$ cat src/rtl/ramp_seq_map.svh
`ifndef RAMP_SEQ_MAP_SVH
`define RAMP_SEQ_MAP_SVH
// register offsets
`define RAMP_RATE_OFFSET     8'h03
`define OFF_DELAY_OFFSET     8'h06
`define CUR_LIMIT_OFFSET     8'h08
`define THRESH_OFFSET        8'h01
// reset values
`define OFF_DELAY_RESET      6'h0B
`define RISE_RESET           3'h1
`define RISE_RESET_TERM      3'h0
`define FALL_RESET           3'h1
`define FALL_RESET_TERM      3'h0
`define CUR_LIMIT_RESET      4'hB
`define CUR_LIMIT_MAX        4'hB
`define RISE_RESERVED        3'h7
// field positions
`define FALL_EN_BIT          3
`define RISE_LSB             4
// reference step in units of 2.5 mV codes (10 mV)
`define STEP_CODES           12'h004
// master clock ticks per millisecond
`define TICKS_PER_MS         16'd50000
`endif

$ cat src/rtl/ramp_seq_pkg.sv
package ramp_seq_pkg;
    // sequencer states
    typedef enum logic [4:0] {
        ST_OFF     = 5'b00001,
        ST_RISE    = 5'b00010,
        ST_ON      = 5'b00100,
        ST_WAIT    = 5'b01000,
        ST_FALL    = 5'b10000
    } seq_state_e;
    typedef logic [11:0] vcode_t;
endpackage

$ cat src/rtl/step_timer.sv
`timescale 1ns/100ps
`include "ramp_seq_map.svh"
// divides the master clock into ramp step ticks
module step_timer (
    // clock and reset
    input  wire logic        ref_clk,
    input  wire logic        sys_rst,
    // control
    input  wire logic        run,
    input  wire logic [15:0] step_len,
    // tick out
    output logic             tick
);
    logic [15:0] count;      // ticks elapsed in step
    // reload at step end, count while running
    always_ff @(posedge ref_clk) begin
        if (sys_rst || !run) begin
            count <= 16'h0000;
            tick  <= 1'b0;
        end else if (count + 16'h0001 >= step_len) begin
            count <= 16'h0000;
            tick  <= 1'b1;
        end else begin
            count <= count + 16'h0001;
            tick  <= 1'b0;
        end
    end
endmodule

$ cat src/rtl/output_ramp_sequencer.sv
`timescale 1ns/100ps
`include "ramp_seq_map.svh"
//////////////////////////////////////////////////////////////////////////////
// Functional notes
// - off delay ends when output reaches zero
// - wait equals delay minus ramp-down time
// - no ramp: delay just times switch-off
// - six-bit off delay ms, reset eleven
// - reference moves in fixed 10 mV steps
// - step time divided from master clock
// - rising rate codes zero to six
// - bit three enables falling ramp
// - falling rate codes select ramp-down rate
// - pre-bias holds switching until reference crosses
// - limits scale as percent of setpoint
// - current limit codes above 0xB clamp
// - fall rate independent, shorter delay range
//////////////////////////////////////////////////////////////////////////////
module output_ramp_sequencer
    import ramp_seq_pkg::*;
(
    // clock and reset
    input  wire logic        ref_clk,
    input  wire logic        sys_rst,
    input  wire logic        bus_terminator,
    // register port
    input  wire logic        reg_wr,
    input  wire logic        reg_rd,
    input  wire logic [7:0]  reg_addr,
    input  wire logic [7:0]  reg_wdata,
    output logic      [7:0]  reg_rdata,
    // commands and levels
    input  wire logic        turn_on_cmd,
    input  wire logic        turn_off_cmd,
    input  wire logic [11:0] setpoint,
    input  wire logic [11:0] prebias_level,
    input  wire logic [7:0]  ov_pct,
    input  wire logic [7:0]  uv_pct,
    // outputs
    output logic      [11:0] vref,
    output logic             switching_en,
    output logic      [19:0] ov_limit,
    output logic      [19:0] uv_limit,
    output logic      [3:0]  current_limit_code,
    output logic             ramping
);
    //////////////////////////////////////////////////////////////////////////
    // configuration registers
    logic [5:0]  off_delay_ms;     // off delay in ms
    logic [2:0]  rise_code;        // rising rate
    logic        fall_ramp_enable; // falling ramp control
    logic [2:0]  fall_code;        // falling rate
    logic [7:0]  current_limit_reg;// regulation and limit
    seq_state_e  state;
    logic [23:0] wait_cyc;         // cycles left in pre-ramp wait or plain delay
    logic        tick;

    // rate code to cycles per 10 mV step (50 MHz)
    function automatic logic [15:0] step_cycles(input logic [2:0] code);
        case (code)
            3'h0:    step_cycles = 16'd10000; // 0.05 V/ms
            3'h1:    step_cycles = 16'd5000;  // 0.1
            3'h2:    step_cycles = 16'd2500;  // 0.2
            3'h3:    step_cycles = 16'd2000;  // 0.25
            3'h4:    step_cycles = 16'd1000;  // 0.5
            3'h5:    step_cycles = 16'd500;   // 1.0
            default: step_cycles = 16'd250;   // 2.0
        endcase
    endfunction

    //////////////////////////////////////////////////////////////////////////
    // decode
    wire wr_ramp  = reg_wr && reg_addr == `RAMP_RATE_OFFSET;
    wire wr_off   = reg_wr && reg_addr == `OFF_DELAY_OFFSET;
    wire wr_cur   = reg_wr && reg_addr == `CUR_LIMIT_OFFSET;
    wire [2:0] wr_rise = reg_wdata[6:4];
    // ramp-down time in cycles: 10 mV steps from present reference times step length
    wire [10:0] fall_steps = 11'(({1'b0, vref} + 13'h0003) >> 2);
    wire [23:0] ramp_cyc   = {13'h0000, fall_steps} * {8'h00, step_cycles(fall_code)};
    // whole off delay in cycles; the ramp is carved out of it, not added to it
    wire [23:0] delay_cyc  = {18'h00000, off_delay_ms} * {8'h00, `TICKS_PER_MS};
    // pre-ramp wait, clamped at zero when the ramp outlasts the delay
    wire [23:0] next_wait  = (delay_cyc > ramp_cyc) ?
                             delay_cyc - ramp_cyc : 24'h000000;
    // 13-bit compare so a step near full scale cannot wrap
    wire [11:0] vref_up    = ({1'b0, vref} + 13'h0004 > {1'b0, setpoint}) ?
                             setpoint : vref + `STEP_CODES;
    wire [11:0] vref_dn    = (vref < `STEP_CODES) ? 12'h000 : vref - `STEP_CODES;
    wire        run_timer = state == ST_RISE || state == ST_FALL;
    wire [15:0] step_len  = step_cycles(state == ST_FALL ? fall_code : rise_code);

    // step tick from divided master clock
    step_timer u_step (
        .ref_clk  (ref_clk),
        .sys_rst  (sys_rst),
        .run      (run_timer),
        .step_len (step_len),
        .tick     (tick)
    );

    //////////////////////////////////////////////////////////////////////////
    // register writes
    always_ff @(posedge ref_clk) begin
        if (sys_rst) begin
            off_delay_ms      <= `OFF_DELAY_RESET;
            rise_code         <= bus_terminator ? `RISE_RESET_TERM : `RISE_RESET;
            fall_code         <= `FALL_RESET;
            fall_ramp_enable  <= 1'b1;
            current_limit_reg <= {4'h0, `CUR_LIMIT_RESET};
        end else begin
            if (wr_off)
                off_delay_ms <= reg_wdata[5:0];
            if (wr_ramp) begin
                if (wr_rise != `RISE_RESERVED)
                    rise_code <= wr_rise;
                fall_ramp_enable <= reg_wdata[`FALL_EN_BIT];
                fall_code        <= reg_wdata[2:0];
            end
            if (wr_cur)
                current_limit_reg <= reg_wdata;
        end
    end

    // readback, unused bits zero
    always_ff @(posedge ref_clk) begin
        if (sys_rst)
            reg_rdata <= 8'h00;
        else if (reg_rd)
            case (reg_addr)
                `RAMP_RATE_OFFSET: reg_rdata <= {1'b0, rise_code, fall_ramp_enable, fall_code};
                `OFF_DELAY_OFFSET: reg_rdata <= {2'b00, off_delay_ms};
                `CUR_LIMIT_OFFSET: reg_rdata <= current_limit_reg;
                default:           reg_rdata <= 8'h00;
            endcase
    end

    //////////////////////////////////////////////////////////////////////////
    // sequencer
    always_ff @(posedge ref_clk) begin
        if (sys_rst) begin
            state        <= ST_OFF;
            vref         <= 12'h000;
            switching_en <= 1'b0;
            wait_cyc     <= 24'h000000;
            ramping      <= 1'b0;
        end else begin
            case (state)
                ST_OFF: begin
                    vref <= 12'h000;
                    if (turn_on_cmd) begin
                        state   <= ST_RISE;
                        ramping <= 1'b1;
                    end
                end
                ST_RISE: begin
                    if (tick)
                        vref <= vref_up;
                    if (vref >= prebias_level)
                        switching_en <= 1'b1;
                    if (turn_off_cmd) begin
                        state   <= ST_WAIT;
                        ramping <= 1'b0;
                        wait_cyc <= fall_ramp_enable ? next_wait : delay_cyc;
                    end else if (vref == setpoint) begin
                        state   <= ST_ON;
                        ramping <= 1'b0;
                    end
                end
                ST_ON: begin
                    vref <= setpoint;                             // follows margining
                    if (turn_off_cmd) begin
                        state   <= ST_WAIT;
                        wait_cyc <= fall_ramp_enable ? next_wait : delay_cyc;
                    end
                end
                ST_WAIT: begin
                    if (wait_cyc == 24'h000000) begin
                        if (fall_ramp_enable) begin
                            state   <= ST_FALL;
                            ramping <= 1'b1;
                        end else begin
                            state        <= ST_OFF;
                            switching_en <= 1'b0;
                        end
                    end else
                        wait_cyc <= wait_cyc - 24'h000001;
                end
                ST_FALL: begin
                    if (tick)
                        vref <= vref_dn;
                    if (vref == 12'h000) begin
                        state        <= ST_OFF;
                        switching_en <= 1'b0;
                        ramping      <= 1'b0;
                    end
                end
                default: state <= ST_OFF;
            endcase
        end
    end

    //////////////////////////////////////////////////////////////////////////
    // thresholds as percent of setpoint, current-limit clamp
    always_ff @(posedge ref_clk) begin
        if (sys_rst) begin
            ov_limit           <= 20'h00000;
            uv_limit           <= 20'h00000;
            current_limit_code <= `CUR_LIMIT_RESET;
        end else begin
            ov_limit <= setpoint * ov_pct;
            uv_limit <= setpoint * uv_pct;
            current_limit_code <= (current_limit_reg[3:0] > `CUR_LIMIT_MAX) ?
                                  `CUR_LIMIT_MAX : current_limit_reg[3:0];
        end
    end

    //////////////////////////////////////////////////////////////////////////
    // checks
    reserved_rise_a: assert property (@(posedge ref_clk) disable iff (sys_rst)
        (wr_ramp && wr_rise == `RISE_RESERVED) |=> $stable(rise_code))
        else $error("reserved rise code changed rate");
    cur_clamp_a: assert property (@(posedge ref_clk) disable iff (sys_rst)
        current_limit_code <= `CUR_LIMIT_MAX)
        else $error("current limit above max");
    fall_step_a: assert property (@(posedge ref_clk) disable iff (sys_rst)
        (state == ST_FALL && tick && vref >= `STEP_CODES) |=> vref == $past(vref) - `STEP_CODES)
        else $error("fall step not 10 mV");
    no_ramp_off_a: assert property (@(posedge ref_clk) disable iff (sys_rst)
        (state == ST_WAIT && wait_cyc == 24'h000000 && !fall_ramp_enable) |=> !switching_en)
        else $error("switches not off after delay");
    wait_to_fall_a: assert property (@(posedge ref_clk) disable iff (sys_rst)
        (state == ST_WAIT && wait_cyc == 24'h000000 && fall_ramp_enable) |=> state == ST_FALL)
        else $error("ramp-down not started");
    prebias_hold_a: assert property (@(posedge ref_clk) disable iff (sys_rst)
        (state == ST_RISE && $rose(switching_en)) |-> $past(vref) >= $past(prebias_level))
        else $error("switching before pre-bias crossed");
    off_default_a: assert property (@(posedge ref_clk)
        $fell(sys_rst) |-> off_delay_ms == `OFF_DELAY_RESET && fall_ramp_enable)
        else $error("bad reset defaults");
    rise_default_a: assert property (@(posedge ref_clk)
        $fell(sys_rst) |-> rise_code == ($past(bus_terminator) ? `RISE_RESET_TERM : `RISE_RESET))
        else $error("bad rising rate default");
    fall_end_a: assert property (@(posedge ref_clk) disable iff (sys_rst)
        (state == ST_FALL && vref == 12'h000) |=> state == ST_OFF && !switching_en)
        else $error("fall did not end at zero");
endmodule

$ cat config.mk
export PLATFORM = sky130hd
export DESIGN_NAME = output_ramp_sequencer
export DESIGN_NICKNAME = d
export VERILOG_FILES = /design/src/rtl/ramp_seq_pkg.sv /design/src/rtl/step_timer.sv /design/src/rtl/output_ramp_sequencer.sv
export VERILOG_INCLUDE_DIRS = /design/src /design/src/rtl
export SDC_FILE = /design/constraint.sdc
export NUM_CORES = 1
export LEC_CHECK = 0
export BUFFER_PORTS_ARGS = -buffer_cell sky130_fd_sc_hd__buf_2
export CORE_MARGIN = 3
export CORE_UTILIZATION = 69
export CTS_CLUSTER_SIZE = 12
export DETAILED_ROUTE_END_ITERATION = 12
export PLACE_DENSITY = 0.95
export SETUP_SLACK_MARGIN = 0.1
export SYNTH_ARGS = -nofsm -noshare
export SYNTH_HDL_FRONTEND = slang
export SYNTH_HIERARCHICAL = 1
export SYNTH_SLANG_ARGS = --single-unit
export TNS_END_PERCENT = 30
$ cat constraint.sdc
create_clock -name ref_clk -period 19.1 [get_ports ref_clk]
set_input_delay 2.865 -clock ref_clk [delete_from_list [all_inputs] [get_ports ref_clk]]
set_output_delay 2.865 -clock ref_clk [all_outputs]
set_load 0.01 [all_outputs]
* After elaboration in Yosys (flattened, before gate mapping)
Cells that the tools add are included.
** Word-level totals
- Output and inout port bits :: 66
- Flip-flop bits (word level) :: 133
- Input port bits :: 63
** Cells by class
- Reduce and logical (&&, ||, !) cells :: 25
- Add/sub/neg operators :: 7
- $mul :: 4
- Equal/unequal tests :: 32
- Magnitude comparators :: 6
- Multiplexer cells :: 38
** Operators by type and width (number)
- $pmux 14 s6 :: 2
- $mux 24 :: 4
- $mux 12 :: 4
- $pmux 12 s4 :: 1
- $pmux 24 s2 :: 1
- $mul 12x8->20 :: 2
- $mux 5 :: 7
- $pmux 5 s5 :: 1
- $gt 22x24->1 :: 1
- $logic_not 24->1 :: 1
- $mul 11x16->24 :: 1
- $pmux 8 s3 :: 1
- $sub 22x24->24 :: 1
- $sub 24x1->24 const B :: 1
- $mul 6x12->18 const B :: 1
- $add 16x1->16 const B :: 1
- $ge 16x14->1 :: 1
- $add 12x2->13 const B :: 1
- $add 12x3->13 const B :: 1
- $gt 13x12->1 :: 1
- $add 12x3->12 const B :: 1
- $eq 12x12->1 :: 1
- $eq 3x2->1 const B :: 4
- $eq 3x3->1 const B :: 4
- other kinds (34) :: 68

* Longest topological paths before layout
- Word-level depth :: 8
- Gate-level depth with buffers :: 38

* Hierarchy
Netlist, hierarchy kept.
** By module, submodules not included
- output_ramp_sequencer :: times used 1, cells each 2307, area an instance 18778.0 µm², seq. area each 2352.3 µm²
- step_timer :: times used 1, cells each 148, area an instance 1247.4 µm², seq. area each 340.3 µm²

* Least setup slack after synthesis
OpenSTA, ideal clock, no wires.
- Path type :: register to register
- From :: register vref[3]
- To :: register wait_cyc[11]
- Path slack :: 10.800 ns
- Stages on the path, launching flop included :: 35
- Arrival time :: 8.169 ns
- Library setup time :: 0.130 ns
- Cell sequence :: dfxtp_1 clkbuf_1 and3_1 and3_1 and3_1 nor2b_1 nand3_1 xor2_1 nor2_1 fa_1 fa_1 fa_1 fa_1 inv_1 fa_1 inv_1 ha_1 a21oi_1 nand2_1 a221oi_4 and2b_1 a221oi_1 xor2_1 ha_1 a21oi_1 o21ai_0 a31oi_1 o31ai_1 a21oi_1 o21ai_0 and4_1 buf_6 buf_8 a221oi_2 a2111oi_2
** Between the ends
- Word-level cells in the longest chain between the ends :: 7
** Ends and longest elaborated chain
- start, declared :: line output_ramp_sequencer.sv:40 : output logic [11:0] vref,
- start signal, assigned :: line output_ramp_sequencer.sv:157 : vref <= vref_up;
- start signal, assigned :: line output_ramp_sequencer.sv:170 : vref <= setpoint;
- start signal, assigned :: line output_ramp_sequencer.sv:190 : vref <= vref_dn;
- $add 12x2->13 * :: line output_ramp_sequencer.sv:78 : wire [10:0] fall_steps = 11'(({1'b0, vref} + 13'h0003) >> 2);
- $mul 11x16->24 * :: line output_ramp_sequencer.sv:79 : wire [23:0] ramp_cyc = {13'h0000, fall_steps} * {8'h00, step_cycles(fall_code)};
- $sub 22x24->24 / $gt 22x24->1 (equally long branches) :: line output_ramp_sequencer.sv:84, output_ramp_sequencer.sv:83
- $mux 24 * :: line output_ramp_sequencer.sv:83 : wire [23:0] next_wait = (delay_cyc > ramp_cyc) ?
- $mux 24 * :: line output_ramp_sequencer.sv:163, output_ramp_sequencer.sv:173
- $mux 24 * :: line output_ramp_sequencer.sv:160, output_ramp_sequencer.sv:171
- $pmux 24 s2 * :: line output_ramp_sequencer.sv:147 : case (state)
- end signal, assigned :: line output_ramp_sequencer.sv:163 : wait_cyc <= fall_ramp_enable ? next_wait : delay_cyc;
- end signal, assigned :: line output_ramp_sequencer.sv:173 : wait_cyc <= fall_ramp_enable ? next_wait : delay_cyc;
- end signal, assigned :: line output_ramp_sequencer.sv:186 : wait_cyc <= wait_cyc - 24'h000001;
- end, declared :: line output_ramp_sequencer.sv:55 : logic [23:0] wait_cyc;
Every way passes the cells marked *; elsewhere a longest branch is shown, timed or not. The select of a mux whose other input is x is not followed.
A chain may end at the register's enable or synchronous reset.

* Worst setup path in the final report
- From :: register vref[4]
- To :: register wait_cyc[4]
Same word-level chain as after synthesis.

==> metrics.txt <==
# TYPE chip_impl_metric gauge
chip_impl_metric{name="critical-path-max-stage-delay",unit="ns"} 0.97
chip_impl_metric{name="worst_case_vdd_ir_drop",unit="mV"} 0.0992
chip_impl_metric{name="yosys_warnings",unit=""} 6
chip_impl_metric{name="ratio_of_final_minimum_period_to_clock_period",unit="%"} 52.8
chip_impl_metric{name="detail_route.wl_per_cell",unit="um"} 19.8
chip_impl_metric{name="drv_slew",unit=""} 0
chip_impl_metric{name="total_via_count_after_detailed_routing",unit=""} 18671
chip_impl_info{name="min-delay-start",value="current_limit_reg[7]"} 1
chip_impl_info{name="tritoncts_clock_tree",value="built"} 1
chip_impl_metric{name="fin_tns_setup",unit="ns"} 0
chip_impl_metric{name="post_synth_inst_count",unit=""} 2455
chip_impl_metric{name="power.leakage",unit="nW"} 10.6
chip_impl_metric{name="powerDensity",unit="nW/um^2"} 69.2
chip_impl_info{name="largestRegisters",value="wait_cyc: 24 flops, ov_limit: 20 flops, uv_limit: 20 flops"} 1
chip_impl_metric{name="max-cap-violations",unit=""} 0
chip_impl_metric{name="drc",unit=""} 0
chip_impl_metric{name="preCtsSetupSlack",unit="ns"} 9.32
chip_impl_metric{name="cts_htree_levels",unit=""} 4
chip_impl_metric{name="ctsResizeCount",unit=""} 0
chip_impl_metric{name="least_setup_slack_across_all_paths_after_layout",unit="ns"} 9.02
chip_impl_metric{name="detailedRoute.firstPassIterationCount",unit=""} 12
chip_impl_info{name="rsz_0062_raised_after_global_routing",value="false"} 1
chip_impl_metric{name="io-pin-count",unit=""} 129
chip_impl_metric{name="finalNetCount",unit=""} 3042
chip_impl_metric{name="starting_utilization_of_the_core_area",unit="%"} 71.1
chip_impl_metric{name="first_global_vias",unit=""} 19142
chip_impl_metric{name="cts_buffers",unit=""} 17
chip_impl_metric{name="die_area",unit="um^2"} 31100
chip_impl_info{name="worstSetupStartpoint",value="vref[4]"} 1
chip_impl_metric{name="timing_worst_slew_pin_value",unit="ns"} 1.37
chip_impl_metric{name="final.min_clock_period",unit="ns"} 10.08
chip_impl_metric{name="area.growth.synth_to_final",unit="%"} 6.70
chip_impl_metric{name="place_congestion",unit=""} 0.971
chip_impl_metric{name="fmaxAchievable",unit="MHz"} 99.2
chip_impl_metric{name="core_area",unit="um^2"} 28200
chip_impl_metric{name="sequential_fraction_of_the_synthesis_area",unit="%"} 13.4
chip_impl_metric{name="final_layout_size_suffix_gt1_share",unit="%"} 8.60
chip_impl_info{name="largest-register",value="wait_cyc"} 1
chip_impl_metric{name="arrival",unit="ns"} 10.37
chip_impl_metric{name="grt_max_degree",unit=""} 87
chip_impl_metric{name="ant_nets",unit=""} 0
chip_impl_metric{name="die_width",unit="um"} 176
chip_impl_metric{name="synthesis.area",unit="um^2"} 20000
chip_impl_metric{name="post_cts_buffers",unit=""} 0
chip_impl_metric{name="clkSinkCount",unit=""} 133
chip_impl_metric{name="half_perimeter_wire_length_after_placement",unit="mm"} 43.9
chip_impl_metric{name="total_power",unit="mW"} 1.48
chip_impl_metric{name="post_synth_arst_share",unit="%"} 0
chip_impl_info{name="critPathLaunchType",value="flop"} 1
chip_impl_info{name="status",value="finished, final reports clean"} 1
chip_impl_metric{name="crit_path_max_fanout",unit=""} 23
chip_impl_metric{name="hold_ws",unit="ns"} 0.470
chip_impl_info{name="synth_top_flop_cell",value="dfxtp_1"} 1
chip_impl_metric{name="floorplan.die.height",unit="um"} 176
chip_impl_metric{name="vias_per_cell",unit=""} 6.43
chip_impl_metric{name="largest_register_ff_count",unit=""} 24
chip_impl_metric{name="global_route.usage.total",unit="%"} 37.2
chip_impl_info{name="critical_path.endpoint_type",value="flop"} 1
chip_impl_metric{name="timing.critical_path.required",unit="ns"} 19.39
chip_impl_info{name="crit_path_max_delay_cell_type",value="and4_1"} 1
chip_impl_metric{name="numPortBuffers",unit=""} 128
chip_impl_metric{name="grt_first_pass_wirelength",unit="mm"} 93.4
chip_impl_info{name="worst_hold_path_type",value="flop to flop"} 1
chip_impl_metric{name="cts.clk_slew.worst_paths",unit="ns"} 0.06
chip_impl_metric{name="final_wirelength",unit="mm"} 57.6
chip_impl_metric{name="postSynthAreaPerCell",unit="um^2"} 8.16
chip_impl_metric{name="clock_path_buffers",unit=""} 2
chip_impl_metric{name="antenna_found_initial",unit=""} 4
chip_impl_info{name="criticalPathCategory",value="flop to flop"} 1
chip_impl_info{name="cpMostUsedCell",value="fa_1"} 1
chip_impl_metric{name="cts_hold_repair.buffers",unit=""} 0
chip_impl_metric{name="grt.overflow.total",unit=""} 0
chip_impl_info{name="clock_tree.root_cell",value="clkbuf_16"} 1
chip_impl_metric{name="synth_enable_flop_cells",unit=""} 3
chip_impl_metric{name="synth.ff_latch_count",unit=""} 133
chip_impl_metric{name="timing_hold_violations_final",unit=""} 0
chip_impl_metric{name="final_skew",unit="ns"} 0.0138
chip_impl_metric{name="clk_lat_worst_skew",unit="ns"} 0.43
chip_impl_info{name="crit-reg2reg-launch",value="vref[4]"} 1
chip_impl_metric{name="timing.final.setup_violations",unit=""} 0
chip_impl_metric{name="slew_headroom",unit="%"} 8.25
chip_impl_metric{name="row_count",unit=""} 61
chip_impl_metric{name="netlist-cell-type-count",unit=""} 91
chip_impl_metric{name="drt-initial-drc-count",unit=""} 1870
## cells in the mapped netlist (8+ instances only)
cell        n  share of area (%)
a211oi_1   12               0.45
a21o_1     20               0.75
a21oi_1   116                2.9
a221oi_1   12               0.52
a221oi_2   10               0.75
a222oi_1   10               0.50
a31oi_1    19               0.59
and2_1    108                3.4
and3_1     20               0.62
buf_1      11               0.21
clkbuf_1   82                1.5
dfxtp_1   130                 13
fa_1      222                 22
ha_1      245                 15
inv_1     351                6.6
nand2_1   272                5.1
nand2b_1   20               0.62
nand3_1    61                1.5
nand4_1    16               0.50
nor2_1    223                4.2
nor2b_1    23               0.72
nor3_1     62                1.5
nor4_1     28               0.87
o211ai_1    9               0.34
o21a_1      9               0.34
o21ai_0    70                1.7
o41ai_1     8               0.35
or2_2      11               0.34
or3_1      10               0.31
xnor2_1    72                3.1
xor2_1     52                2.3
## metal layers
metal  up-vias  share of wire [%]  track usage [%]
met5         -              0.019                0
met4         2                6.5             22.7
met3       327                9.8             8.17
met2      1180                 48             61.6
met1      8891                 36             44.2
li1       8271                  -                -
## logic make-up after synthesis
| family | Yosys count | share of synthesized area, % |
|---|---|---|
| other | 1 | 0.0187 |
| buffers and inverters | 455 | 8.70 |
| AOI/OAI and AO/OA | 376 | 13.0 |
| xor gates and xnor gates | 124 | 5.42 |
| and+or+nand+nor | 895 | 21.7 |
| muxes | 4 | 0.206 |
| adders and majority gates | 467 | 37.5 |
| DFF | 133 | 13.4 |
## final timing paths
| kind | to | depth (start not counted) | slack (ns) |
|---|---|---|---|
| worst max-delay path | wait_cyc[4] | 31 | 9.02 |
| worst min-delay path | current_limit_reg[7] | 2 | 0.47 |
| worst max register to register | wait_cyc[4] | 31 | 9.02 |
| worst min register to register | current_limit_reg[7] | 2 | 0.47 |
## critical path: cells and delay by family, from the launching register on
kind,cells,cell delay [ns]
adders and majority gates,7,3.25
and+or+nand+nor,9,2.94
AOI/OAI and AO/OA,10,2.28
DFF,1,0.66
xor gates and xnor gates,2,0.62
buffers and inverters,3,0.17
## per-stage QoR
step	std cells	cell area (um^2)	utilization [%]
floorplan	2457	20000	-
global placement	2871	20800	73.9
detailed placement	2871	20800	73.9
CTS	2902	21400	75.8
global route	2904	21400	75.9
finish	2905	21400	75.9
## power breakdown
part | switching (mW) | total, mW | internal [mW]
Combinational | 0.489 | 0.827 | 0.338
Sequential | 0.0187 | 0.338 | 0.319
Clock | 0.137 | 0.314 | 0.177
Total | 0.645 | 1.48 | 0.834
## area by class of cell
cell class | count | area (um^2)
Clock buffer | 21 | 470
Sequential cell | 133 | 2690
Fill cell | 1855 | 6800
Inverter | 352 | 1320
Antenna cell | 3 | 7.51
Tap cell | 378 | 473
Clock inverter | 10 | 73.8
Timing Repair Buffer | 139 | 726
Multi-Input combinational cell | 1869 | 15600
## placed cells by master (no fill, tap or decap), types with 11 or more instances in the layout
cell type and instances:
and2_1 108, and3_1 20, nand2_1 272, a21oi_1 116, buf_2 127, nand3_1 61, xnor2_1 72, or2_2 11
nand2b_1 20, a21o_1 20, nor3_1 61, fa_1 222, nor2_1 223, nor2b_1 23, dfxtp_1 130, buf_4 12
a31oi_1 19, ha_1 245, inv_1 351, o21ai_0 70, a221oi_1 12, clkbuf_16 17, nand4_1 16, nor4_1 28
xor2_1 52, a211oi_1 12
Power figures use the tool's default switching activity.
